`src/include/phpm_pkg.sv`:
```
// Behaviour
// - The strap level at reset picks the mode of both parallel and host pin muxes.
// - Strap low: memory interface off; A[17:2] carry host address, D[15:0] host data.
// - Strap low: A[21:18], D[31:16], C0..C15 become general-purpose bits 3..0, 19..4, 20..35.
// - Non-multiplexed host mode routes 16 address, 16 data and 9 control signals.
// - Mode bit reads 0 for non-multiplexed host plus GPIO, 1 for full memory interface.
// - Strap high: memory interface on, A[21:2] and D[31:0] carry its address and data.
// - Strap high: C0..C15 carry the memory interface control functions in fixed order.
// - Strap high: host port runs multiplexed, address and data over eight data pins.
// - Strap low: host data pins become bits 43..36, control pins bits 44 and 45.
// - Strap high: host data pins carry host data 7..0, HC0 strobe, HC1 byte id.
// - After reset the bus selection value reports the strap-chosen configuration.
// - Mode bit is bit 0 of the 16-bit bus selection register at 0x6C00.
// - Memory interface clock gated off when unselected; accesses then may raise bus error.
package phpm_pkg;
	localparam int ADDR_W = 20;
	localparam int DATA_W = 32;
	localparam int CTRL_W = 16;
	localparam int HOST_PIN_W = 10;
	localparam int HOST_DATA_PIN_W = 8;
	localparam int HOST_ADDR_W = 16;
	localparam int HOST_DATA_W = 16;
	localparam int HOST_CTRL_W = 9;
	localparam int GPIO_W = 46;

	// General-purpose bit positions per pin group
	localparam int GPIO_ADDR_LO = 0;
	localparam int GPIO_ADDR_N = 4;
	localparam int GPIO_DATA_LO = 4;
	localparam int GPIO_DATA_N = 16;
	localparam int GPIO_CTRL_LO = 20;
	localparam int GPIO_HOST_LO = 36;

	// Control pin functions in memory interface mode
	localparam int CTRL_ASYNC_READ = 0;
	localparam int CTRL_ASYNC_OUT_EN = 1;
	localparam int CTRL_ASYNC_WRITE = 2;
	localparam int CTRL_ASYNC_READY = 3;
	localparam int CTRL_CHIP_SEL0 = 4;
	localparam int CTRL_BYTE_EN0 = 8;
	localparam int CTRL_SDRAM_CLK_EN = 12;
	localparam int CTRL_SYNC_OUT_EN3 = 13;
	localparam int CTRL_BUS_HOLD = 14;
	localparam int CTRL_BUS_GRANT_ACK = 15;
	localparam logic [15:0] CTRL_IN_MASK = (16'h0001 << CTRL_ASYNC_READY)
		| (16'h0001 << CTRL_BUS_HOLD);

	// Host control pin positions within the host pin group
	localparam int HOST_PIN_STROBE = 8;
	localparam int HOST_PIN_BYTE_ID = 9;

	// Bus selection register
	localparam logic [15:0] BSR_ADDR = 16'h6C00;
	localparam int BSR_W = 16;
	localparam int BSR_MODE_BIT = 0;
	localparam logic MODE_HOST_GPIO = 1'b0;
	localparam logic MODE_FULL_MEM = 1'b1;

	localparam int SYNC_W = 1 + HOST_CTRL_W + HOST_PIN_W + CTRL_W + DATA_W + ADDR_W;
	localparam logic [2:0] STRAP_SETTLE_CYC = 3'h4;

	typedef enum logic [2:0] {
		PHPM_ST_RESET = 3'b001,
		PHPM_ST_SETTLE = 3'b010,
		PHPM_ST_LOCKED = 3'b100
	} phpm_state_e;
endpackage

```
`src/hdl/phpm_sync3.sv`:
```
`timescale 1ns/1ps
// Three-stage pin synchroniser; a bit only changes once stages two and three agree
module phpm_sync3 #(
	parameter int W = 8
) (
	input wire logic core_clk,
	input wire logic rst_n,
	input wire logic [W-1:0] pin_i,
	output logic [W-1:0] sync_o
);
	logic [W-1:0] s1_q;
	logic [W-1:0] s2_q;
	logic [W-1:0] s3_q;

	always_ff @(posedge core_clk or negedge rst_n) begin
		if (!rst_n) begin
			s1_q <= '0;
			s2_q <= '0;
			s3_q <= '0;
		end else begin
			s1_q <= pin_i;
			s2_q <= s1_q;
			s3_q <= s2_q;
		end
	end

	// Per-bit agreement filters a single-cycle metastable resolution glitch
	always_ff @(posedge core_clk or negedge rst_n) begin
		if (!rst_n) begin
			sync_o <= '0;
		end else begin
			sync_o <= (s2_q & s3_q) | (sync_o & (s2_q | s3_q));
		end
	end
endmodule

```
`src/hdl/phpm_pad_sel.sv`:
```
`timescale 1ns/1ps
// Registered two-way pad selector: function a in mode 0, function b in mode 1
module phpm_pad_sel #(
	parameter int W = 8
) (
	input wire logic core_clk,
	input wire logic rst_n,
	input wire logic en,
	input wire logic sel,
	input wire logic [W-1:0] a_o,
	input wire logic [W-1:0] a_oe,
	input wire logic [W-1:0] b_o,
	input wire logic [W-1:0] b_oe,
	output logic [W-1:0] pad_o,
	output logic [W-1:0] pad_oe
);
	// Pads stay undriven until the mode is locked, so no contention at power-up
	always_ff @(posedge core_clk or negedge rst_n) begin
		if (!rst_n) begin
			pad_o <= '0;
			pad_oe <= '0;
		end else if (!en) begin
			pad_o <= '0;
			pad_oe <= '0;
		end else if (sel) begin
			pad_o <= b_o;
			pad_oe <= b_oe;
		end else begin
			pad_o <= a_o;
			pad_oe <= a_oe;
		end
	end
endmodule

```
`src/hdl/phpm_pin_mux.sv`:
```
`timescale 1ns/1ps
module phpm_pin_mux (
	input wire logic core_clk,
	input wire logic rst_n,
	input wire logic config_strap_pin,
	// Parallel pins A[21:2], D[31:0], C[15:0]
	input wire logic [19:0] pad_addr_i,
	output logic [19:0] pad_addr_o,
	output logic [19:0] pad_addr_oe,
	input wire logic [31:0] pad_data_i,
	output logic [31:0] pad_data_o,
	output logic [31:0] pad_data_oe,
	input wire logic [15:0] pad_ctrl_i,
	output logic [15:0] pad_ctrl_o,
	output logic [15:0] pad_ctrl_oe,
	// Host pins: data 7..0, host_ctrl_pin0, host_ctrl_pin1
	input wire logic [7:0] host_data_pins_i,
	output logic [7:0] host_data_pins_o,
	output logic [7:0] host_data_pins_oe,
	input wire logic host_ctrl_pin0_i,
	output logic host_ctrl_pin0_o,
	output logic host_ctrl_pin0_oe,
	input wire logic host_ctrl_pin1_i,
	output logic host_ctrl_pin1_o,
	output logic host_ctrl_pin1_oe,
	// Dedicated host control pins (select, direction, control lines)
	input wire logic [8:0] host_ctrl_lines_i,
	// External memory interface side
	input wire logic [19:0] ext_mem_addr_o,
	input wire logic [31:0] ext_mem_data_o,
	input wire logic ext_mem_data_oe,
	output logic [31:0] ext_mem_data_i,
	input wire logic [15:0] ext_mem_ctrl_o,
	input wire logic [15:0] ext_mem_ctrl_oe,
	output logic [15:0] ext_mem_ctrl_i,
	output logic ext_mem_clk_en,
	input wire logic ext_mem_req,
	input wire logic periph_timeout_en,
	output logic ext_mem_bus_err,
	// Host port interface side
	output logic host_port_en,
	output logic host_port_muxed,
	output logic [15:0] host_addr,
	output logic [15:0] host_port_data_i,
	input wire logic [15:0] host_port_data_o,
	input wire logic host_port_data_oe,
	output logic host_addr_strobe,
	output logic host_byte_id,
	output logic [8:0] host_port_ctrl,
	// Parallel general-purpose I/O
	input wire logic [45:0] parallel_gpio_o,
	input wire logic [45:0] parallel_gpio_oe,
	output logic [45:0] parallel_gpio_i,
	// Mux status
	output logic mux_locked,
	output logic [15:0] bus_select_reg
);
	phpm_pkg::phpm_state_e state_q;
	logic [2:0] settle_q;
	logic mode_q;
	logic locked;
	logic mode_mem;
	logic mode_host;
	logic [phpm_pkg::SYNC_W-1:0] sync_in;
	logic [phpm_pkg::SYNC_W-1:0] sync_out;
	logic [19:0] s_addr;
	logic [31:0] s_data;
	logic [15:0] s_ctrl;
	logic [9:0] s_host;
	logic [8:0] s_hctl;
	logic s_strap;
	logic [9:0] host_pad_o;
	logic [9:0] host_pad_oe;
	logic [19:0] addr_a_o;
	logic [19:0] addr_a_oe;
	logic [31:0] data_a_o;
	logic [31:0] data_a_oe;
	logic [9:0] host_b_o;
	logic [9:0] host_b_oe;

	assign sync_in = {config_strap_pin, host_ctrl_lines_i, host_ctrl_pin1_i, host_ctrl_pin0_i,
		host_data_pins_i, pad_ctrl_i, pad_data_i, pad_addr_i};

	phpm_sync3 #(
		.W(phpm_pkg::SYNC_W)
	) u_sync (
		.core_clk(core_clk),
		.rst_n(rst_n),
		.pin_i(sync_in),
		.sync_o(sync_out)
	);

	assign {s_strap, s_hctl, s_host, s_ctrl, s_data, s_addr} = sync_out;

	// Strap capture: wait for the synchroniser to fill, then freeze the mode
	always_ff @(posedge core_clk or negedge rst_n) begin
		if (!rst_n) begin
			state_q <= phpm_pkg::PHPM_ST_RESET;
			settle_q <= '0;
		end else begin
			case (state_q)
				phpm_pkg::PHPM_ST_RESET: begin
					state_q <= phpm_pkg::PHPM_ST_SETTLE;
					settle_q <= '0;
				end
				phpm_pkg::PHPM_ST_SETTLE: begin
					settle_q <= settle_q + 3'h1;
					if (settle_q == phpm_pkg::STRAP_SETTLE_CYC) begin
						state_q <= phpm_pkg::PHPM_ST_LOCKED;
					end
				end
				phpm_pkg::PHPM_ST_LOCKED: begin
					state_q <= phpm_pkg::PHPM_ST_LOCKED;
				end
				default: begin
					state_q <= phpm_pkg::PHPM_ST_RESET;
				end
			endcase
		end
	end

	// No write path exists, so the mode cannot be changed by software after reset
	always_ff @(posedge core_clk or negedge rst_n) begin
		if (!rst_n) begin
			mode_q <= phpm_pkg::MODE_HOST_GPIO;
		end else if (state_q == phpm_pkg::PHPM_ST_SETTLE
			&& settle_q == phpm_pkg::STRAP_SETTLE_CYC) begin
			mode_q <= s_strap;
		end
	end

	assign locked = (state_q == phpm_pkg::PHPM_ST_LOCKED);
	assign mode_mem = locked && (mode_q == phpm_pkg::MODE_FULL_MEM);
	assign mode_host = locked && (mode_q == phpm_pkg::MODE_HOST_GPIO);
	assign mux_locked = locked;

	always_comb begin
		bus_select_reg = '0;
		bus_select_reg[phpm_pkg::BSR_MODE_BIT] = locked & mode_q;
	end

	// Memory interface clock gating and bus error on access while unselected
	assign ext_mem_clk_en = mode_mem;

	always_ff @(posedge core_clk or negedge rst_n) begin
		if (!rst_n) begin
			ext_mem_bus_err <= 1'b0;
		end else begin
			ext_mem_bus_err <= ext_mem_req && !mode_mem && periph_timeout_en;
		end
	end

	// Mode 0 drive sets: host address is an input, upper address bits are GPIO
	always_comb begin
		addr_a_o = '0;
		addr_a_oe = '0;
		addr_a_o[phpm_pkg::HOST_ADDR_W +: phpm_pkg::GPIO_ADDR_N] =
			parallel_gpio_o[phpm_pkg::GPIO_ADDR_LO +: phpm_pkg::GPIO_ADDR_N];
		addr_a_oe[phpm_pkg::HOST_ADDR_W +: phpm_pkg::GPIO_ADDR_N] =
			parallel_gpio_oe[phpm_pkg::GPIO_ADDR_LO +: phpm_pkg::GPIO_ADDR_N];
	end

	assign data_a_o = {parallel_gpio_o[phpm_pkg::GPIO_DATA_LO +: phpm_pkg::GPIO_DATA_N],
		host_port_data_o};
	assign data_a_oe = {parallel_gpio_oe[phpm_pkg::GPIO_DATA_LO +: phpm_pkg::GPIO_DATA_N],
		{phpm_pkg::HOST_DATA_W{host_port_data_oe}}};

	// Mode 1 host pins: HC0/HC1 are host inputs, data pins carry the low byte
	assign host_b_o = {2'h0, host_port_data_o[phpm_pkg::HOST_DATA_PIN_W-1:0]};
	assign host_b_oe = {2'h0, {phpm_pkg::HOST_DATA_PIN_W{host_port_data_oe}}};

	phpm_pad_sel #(
		.W(phpm_pkg::ADDR_W)
	) u_addr (
		.core_clk(core_clk),
		.rst_n(rst_n),
		.en(locked),
		.sel(mode_q),
		.a_o(addr_a_o),
		.a_oe(addr_a_oe),
		.b_o(ext_mem_addr_o),
		.b_oe({phpm_pkg::ADDR_W{1'b1}}),
		.pad_o(pad_addr_o),
		.pad_oe(pad_addr_oe)
	);

	phpm_pad_sel #(
		.W(phpm_pkg::DATA_W)
	) u_data (
		.core_clk(core_clk),
		.rst_n(rst_n),
		.en(locked),
		.sel(mode_q),
		.a_o(data_a_o),
		.a_oe(data_a_oe),
		.b_o(ext_mem_data_o),
		.b_oe({phpm_pkg::DATA_W{ext_mem_data_oe}}),
		.pad_o(pad_data_o),
		.pad_oe(pad_data_oe)
	);

	phpm_pad_sel #(
		.W(phpm_pkg::CTRL_W)
	) u_ctrl (
		.core_clk(core_clk),
		.rst_n(rst_n),
		.en(locked),
		.sel(mode_q),
		.a_o(parallel_gpio_o[phpm_pkg::GPIO_CTRL_LO +: phpm_pkg::CTRL_W]),
		.a_oe(parallel_gpio_oe[phpm_pkg::GPIO_CTRL_LO +: phpm_pkg::CTRL_W]),
		.b_o(ext_mem_ctrl_o),
		.b_oe(ext_mem_ctrl_oe & ~phpm_pkg::CTRL_IN_MASK),
		.pad_o(pad_ctrl_o),
		.pad_oe(pad_ctrl_oe)
	);

	phpm_pad_sel #(
		.W(phpm_pkg::HOST_PIN_W)
	) u_host (
		.core_clk(core_clk),
		.rst_n(rst_n),
		.en(locked),
		.sel(mode_q),
		.a_o(parallel_gpio_o[phpm_pkg::GPIO_HOST_LO +: phpm_pkg::HOST_PIN_W]),
		.a_oe(parallel_gpio_oe[phpm_pkg::GPIO_HOST_LO +: phpm_pkg::HOST_PIN_W]),
		.b_o(host_b_o),
		.b_oe(host_b_oe),
		.pad_o(host_pad_o),
		.pad_oe(host_pad_oe)
	);

	assign host_data_pins_o = host_pad_o[phpm_pkg::HOST_DATA_PIN_W-1:0];
	assign host_data_pins_oe = host_pad_oe[phpm_pkg::HOST_DATA_PIN_W-1:0];
	assign host_ctrl_pin0_o = host_pad_o[phpm_pkg::HOST_PIN_STROBE];
	assign host_ctrl_pin0_oe = host_pad_oe[phpm_pkg::HOST_PIN_STROBE];
	assign host_ctrl_pin1_o = host_pad_o[phpm_pkg::HOST_PIN_BYTE_ID];
	assign host_ctrl_pin1_oe = host_pad_oe[phpm_pkg::HOST_PIN_BYTE_ID];

	// Inbound routing; consumers of the unselected function see zero
	assign parallel_gpio_i = mode_host ? {s_host, s_ctrl,
		s_data[phpm_pkg::HOST_DATA_W +: phpm_pkg::GPIO_DATA_N],
		s_addr[phpm_pkg::HOST_ADDR_W +: phpm_pkg::GPIO_ADDR_N]} : '0;
	assign ext_mem_data_i = mode_mem ? s_data : '0;
	assign ext_mem_ctrl_i = mode_mem ? (s_ctrl & phpm_pkg::CTRL_IN_MASK) : '0;

	assign host_port_en = locked;
	assign host_port_muxed = mode_mem;
	assign host_addr = mode_host ? s_addr[phpm_pkg::HOST_ADDR_W-1:0] : '0;
	assign host_port_data_i = mode_host ? s_data[phpm_pkg::HOST_DATA_W-1:0]
		: (mode_mem ? {8'h00, s_host[phpm_pkg::HOST_DATA_PIN_W-1:0]} : '0);
	assign host_addr_strobe = mode_mem & s_host[phpm_pkg::HOST_PIN_STROBE];
	assign host_byte_id = mode_mem & s_host[phpm_pkg::HOST_PIN_BYTE_ID];
	// Dedicated control lines serve both host modes; 9 signals in non-multiplexed use
	assign host_port_ctrl = locked ? s_hctl : '0;

	a_mode_held: assert property (@(posedge core_clk) disable iff (!rst_n)
		locked && $past(locked) |-> $stable(mode_q))
		else $error("mux mode changed after lock");
	a_mode_capture: assert property (@(posedge core_clk) disable iff (!rst_n)
		$rose(locked) |-> mode_q == $past(s_strap))
		else $error("mode does not match synchronised strap");
	a_bsr_report: assert property (@(posedge core_clk) disable iff (!rst_n)
		locked |-> bus_select_reg == {15'h0000, mode_q})
		else $error("bus select value wrong");
	a_bsr_polarity: assert property (@(posedge core_clk) disable iff (!rst_n)
		locked |-> bus_select_reg[0] == ext_mem_clk_en)
		else $error("mode bit and memory clock disagree");
	a_err_raise: assert property (@(posedge core_clk) disable iff (!rst_n)
		ext_mem_req && !ext_mem_clk_en && periph_timeout_en |=> ext_mem_bus_err)
		else $error("bus error missing");
	a_err_quiet: assert property (@(posedge core_clk) disable iff (!rst_n)
		ext_mem_clk_en || !periph_timeout_en |=> !ext_mem_bus_err)
		else $error("spurious bus error");
	a_unlocked_float: assert property (@(posedge core_clk) disable iff (!rst_n)
		!locked |=> pad_addr_oe == '0 && pad_data_oe == '0 && pad_ctrl_oe == '0)
		else $error("pads driven before lock");
	a_mem_addr: assert property (@(posedge core_clk) disable iff (!rst_n)
		mode_mem |=> pad_addr_o == $past(ext_mem_addr_o) && pad_addr_oe == '1)
		else $error("memory address not routed");
	a_host_addr_in: assert property (@(posedge core_clk) disable iff (!rst_n)
		mode_host |=> pad_addr_oe[15:0] == 16'h0000)
		else $error("host address pins driven");
	a_gpio_upper: assert property (@(posedge core_clk) disable iff (!rst_n)
		mode_host |=> pad_data_o[31:16] == $past(parallel_gpio_o[19:4]))
		else $error("upper data not general purpose");
	a_ctrl_inputs: assert property (@(posedge core_clk) disable iff (!rst_n)
		mode_mem |=> !pad_ctrl_oe[3] && !pad_ctrl_oe[14])
		else $error("ready or hold pin driven");
	a_host_gpio: assert property (@(posedge core_clk) disable iff (!rst_n)
		mode_host |=> host_data_pins_o == $past(parallel_gpio_o[43:36]))
		else $error("host data pins not general purpose");
	a_host_muxed: assert property (@(posedge core_clk) disable iff (!rst_n)
		mode_mem |=> host_data_pins_o == $past(host_port_data_o[7:0]) && !host_ctrl_pin0_oe)
		else $error("multiplexed host routing wrong");
	a_host_strobe_off: assert property (@(posedge core_clk) disable iff (!rst_n)
		mode_host |-> !host_addr_strobe && !host_byte_id)
		else $error("host strobe active in general-purpose mode");
	a_mem_in_idle: assert property (@(posedge core_clk) disable iff (!rst_n)
		mode_host |-> ext_mem_data_i == '0 && ext_mem_ctrl_i == '0)
		else $error("memory inputs active while interface off");
	a_gpio_in_idle: assert property (@(posedge core_clk) disable iff (!rst_n)
		mode_mem |-> parallel_gpio_i == '0)
		else $error("general-purpose inputs active in memory mode");
	a_host_data_out: assert property (@(posedge core_clk) disable iff (!rst_n)
		mode_host |=> pad_data_o[15:0] == $past(host_port_data_o))
		else $error("host data not routed to lower data pins");
endmodule

```
`config.mk`:
```
export PLATFORM = sky130hd
export DESIGN_NAME = phpm_pin_mux
export DESIGN_NICKNAME = d
export VERILOG_FILES = /design/src/include/phpm_pkg.sv /design/src/hdl/phpm_sync3.sv /design/src/hdl/phpm_pad_sel.sv /design/src/hdl/phpm_pin_mux.sv
export SDC_FILE = /design/constraint.sdc
export NUM_CORES = 1
export LEC_CHECK = 0
export ABC_AREA = 1
export BUFFER_PORTS_ARGS = -buffer_cell sky130_fd_sc_hd__buf_2
export CAP_MARGIN = 0
export CORE_MARGIN = 2
export CORE_UTILIZATION = 26
export CTS_BUF_LIST = sky130_fd_sc_hd__clkbuf_8
export DETAILED_ROUTE_END_ITERATION = 8
export GPL_TIMING_DRIVEN = 0
export MAX_ROUTING_LAYER = met4
export PLACE_DENSITY = 0.46
export SYNTH_ARGS = -nofsm -noshare
export SYNTH_HDL_FRONTEND = slang
export SYNTH_SLANG_ARGS = --single-unit
```
`constraint.sdc`:
```
create_clock -name core_clk -period 2.2 [get_ports core_clk]
set_input_delay 0.44 -clock core_clk [delete_from_list [all_inputs] [get_ports core_clk]]
set_output_delay 0.44 -clock core_clk [all_outputs]
set_load 0.02 [all_outputs]
```
==> impl.org <==
** Timing
- Based on the critical path, the design can be clocked at up to 402 MHz.
- Post-Route Setup TNS :: -27800 ps
- Ratio of final minimum period to clock period :: 113%
- Headroom to the max-slew limit :: 39.7%
- After layout, the minimum clock period comes to 2490 ps.
- The count of final max-slew check failures was 0.
- Setup repair after global routing could not meet its margin everywhere.
- At the pin with the least slew margin, the transition time is 905 ps.
- The final hold violation count was 0.
- Final setup fails :: 130
- After layout, the worst setup slack is -290 ps.
- Clk_skew :: 22.9 ps
- Post-Route Hold Slack :: 68.8 ps

** Clocking
- Total CTS buffers :: 88
- Count of H-tree levels built during CTS :: 3
- Clock sink total :: 486
- At the later pin of the worst-skew pair, clock insertion delay measures 660 ps.
- Bufs on Longest Clock Path :: 3
- CTS Root Cell :: clkbuf_8
- After clock tree synthesis, the clock-pin slew on the worst setup and hold paths is 60 ps.
- Clock tree from TritonCTS :: done

** Setup path
- In this run the worst path has a maximum fanout of 7.
- Beginning of the worst register-to-register path :: state_q[0]
- Count of cells along the worst register-to-register path :: 7
- Worst path required time :: 1760 ps
- Kind of launch point of the worst setup path :: flip-flop
- Reg2reg end :: u_ctrl.pad_oe[5]
- The worst setup path is captured at a primary output.
- The setup check on the worst reg-to-reg path leaves a slack of -30 ps.
- Biggest cell delay along the critical path :: 430 ps
- Critical Path, Cell by Cell :: nor2_4, nand2_8, inv_12, nand2_8, clkbuf_16, nor2_4, buf_6
- Arrival time at the worst endpoint :: 2050 ps
- Setup Crit Path Kind :: reg2out
- The largest individual stage delay along the critical path comes from the cell dfrtp_2.

** Detailed routing
- The first detailed-routing pass took 5 iterations.
- For this block, the initial DRC count from the detailed router was 616.
- Detailed-route vias per instance :: 4.01
- Drt total wl :: 53.9 mm
- Post-detailed-route DRC marker count :: 0
- Total via count after detailed routing :: 12600
- Count of nets left with antenna violations after detail routing :: 0
- After detailed routing, the average wire length per cell comes to 17.2 um.

** Synthesis
- Synthesis produced a netlist whose cell count is 1283.
- Synthesis inferred 486 register bits.
- The biggest area contributor in the post-synthesis netlist is dfrtp_1.
- Post-synth top area share :: 74.5%
- The average instance in the mapped netlist occupies 12.7 um^2.
- Cell types occupying the most area after synthesis :: dfrtp_1 75%, maj3_1 5.4%, nand2_1 5.0%
- Yosys warnings :: 0
- Proportion of synthesized chip area in sequential cells :: 74.7%
- Count of cell types in the netlist :: 22
- Cell Area, Synth :: 16300 um^2

** Pwr
- Cell internal power was estimated by the tool at 16.4 mW.
- Switching Fraction :: 28.0%
- Clock group share of total power :: 39.4%
- IR analysis of the VDD net gives a maximum drop of 492 uV.
- Sequential group share of total power :: 43.4%
- Leak pwr :: 13.0 nW
- Net switching power :: 6.37 mW
- Relative contribution of combinational cells to total power :: 17.3%
- For this design the ratio of total power to cell area is 863 nW/um^2.

** Finish
- Share of post-route cells with drive strength above 1 :: 40.3%
- The finished cells cover 26400 um^2.
- Final standard cell utilization of the core :: 42.7%
- From synthesis to final layout, the design area changed by 62.1%.
- The final layout contains 2515 nets.
- Fillers :: 5936

** GRT
- Entering global routing, the biggest net connects 124 pins.
- Global-route wire length before repair :: 78.8 mm
- GRT overflow :: 0
- The via count of the first global-routing pass came to 13500.
- The number of antenna violations at the first check in global routing came to 14.
- Total global routing track utilization :: 16.7%

** Die
- Horizontal die dimension :: 254 um
- Std cell rows :: 91
- In this run the vertical extent of the chip is 254 um.
- 600 I/O pins were placed.
- Core Region :: 61800 um^2
- The initial utilization of the core area, before any placement, comes to 26.3%.
- The floorplan step defined a die boundary enclosing 64700 um^2.

** Placement
- Estimated wirelength of the detail-placed design :: 38.3 mm
- During placement, the flow inserted port buffers numbering 568.
- Timing analysis after detailed placement gives a worst setup slack of -234 ps.
- After detailed placement, the total cell area comes to 20400 um^2.
- The congestion estimate from routability-driven global placement came to 0.849.

** Outcome
- Violated checks :: setup timing
- Outcome :: finished, violations left

** Worst hold path
- Hold Crit Depth :: 3
- The worst hold path belongs to the class in2reg.
- The startpoint identified for the worst hold timing path is host_port_data_o[14].
- For hold timing, the worst endpoint is u_data.pad_o[14].

** Job
- Across the run, the number of max-cap violations was 0.
[cell usage in the layout (no fill, tap or decap), drive strengths merged]
master / instances
a21oi: 99
buf: 677
bufinv: 2
clkbuf: 146
clkinv: 10
clkinvlp: 3
conb: 29
dfrtp: 485
dfstp: 1
diode: 5
dlygate4sd3: 236
ha: 2
inv: 125
maj3: 88
nand2: 221
nand3: 6
nand3b: 1
nand4: 17
nor2: 150
o21ai: 1
[final cells by class]
type | instances | area [um^2] | share of cell area, %
plain buffers | 111 | 923 | 3.50
multi-input cells | 614 | 3760 | 14.2
clock buffers | 119 | 1640 | 6.20
clock inverters | 43 | 279 | 1.06
repair buffers | 829 | 6190 | 23.5
well taps | 837 | 1050 | 3.97
inverters | 97 | 392 | 1.48
flip-flops and latches | 486 | 12200 | 46.1
diodes | 5 | 12.5 | 0.0474
[layer usage]
layer,GRT usage [%],vias up,wire length (um)
li1,-,5856,-
met1,18.9,6156,21200
met2,28.3,458,27600
met3,3.89,115,3500
met4,7.13,0,1710
met5,-,-,0
[metrics by stage]
step,instances,power [mW]
floorplan,1311,11.6
global placement,2716,13.0
detailed placement,2720,13.0
CTS,3129,22.9
global route,3141,23.9
finish,3141,22.8
[power by group through the flow]
stage               Sequential, mW  Combinational [mW]  Clock, mW
finish                        9.88                3.94       8.97
global route                  9.96                4.24       9.72
CTS                           9.89                3.70       9.30
detailed placement            10.0                2.98          0
global placement              10.0                2.93          0
floorplan                     10.3                1.29          0
[synthesized netlist by cell type, drive strengths merged]
library cell	instances
a21oi	99
buf	91
clkbuf	24
conb	1
dfrtp	485
dfstp	1
ha	2
inv	97
maj3	88
nand2	220
nand3	6
nand3b	1
nand4	17
nor2	150
o21ai	1
[registers in the layout, indices dropped and copies added, names as in the netlist, 5 cells and up]
signal,count
u_addr.pad_o,20
u_addr.pad_oe,5
u_ctrl.pad_o,16
u_ctrl.pad_oe,16
u_data.pad_o,32
u_data.pad_oe,17
u_host.pad_o,10
u_host.pad_oe,10
u_sync.s1_q,88
u_sync.s2_q,88
u_sync.s3_q,88
u_sync.sync_o,88
[worst max-delay path by stage]
stage	slack [ps]	depth (start not counted)	startpoint	to
floorplan	340	6	state_q[1]	bus_select_reg[0]
global placement	-9260	1	rst_n	u_data.pad_oe[19]
detailed placement	-230	7	state_q[1]	host_addr[12]
CTS	-380	7	state_q[1]	bus_select_reg[0]
global route	-400	6	state_q[1]	ext_mem_data_i[26]
finish	-290	7	state_q[1]	parallel_gpio_i[36]
[what timing repair did]
item | 4_1_cts | 5_1_grt
hold endpoints to repair | 264 | 0
setup endpoints to repair | 128 | 132
pin swaps | 5 | 3
hold buffers | 236 | 0
setup buffers | 11 | 3
gates resized for setup | 265 | 159
cloned | 3 | 5
[worst max-delay path: cells and delay by family, from the launching register on]
family,cells,cell delay [ps]
and+or+nand+nor,4,500
DFF,1,430
buffers and inverters,3,440
[cells by family (layout without fill, tap and decap cells)]
logic type / Yosys count / after routing / share of synthesized area, %
AND/OR/NAND/NOR: 394 / 395 / 9.55
AO/OA/AOI/OAI: 100 / 100 / 3.30
flip-flops: 486 / 486 / 74.7
other: 1 / 34 / 0.0230
adder cells (fa/ha/maj): 90 / 90 / 5.56
buffers and inverters: 212 / 1199 / 6.89
Note: power is estimated with default switching activity, not from simulation.
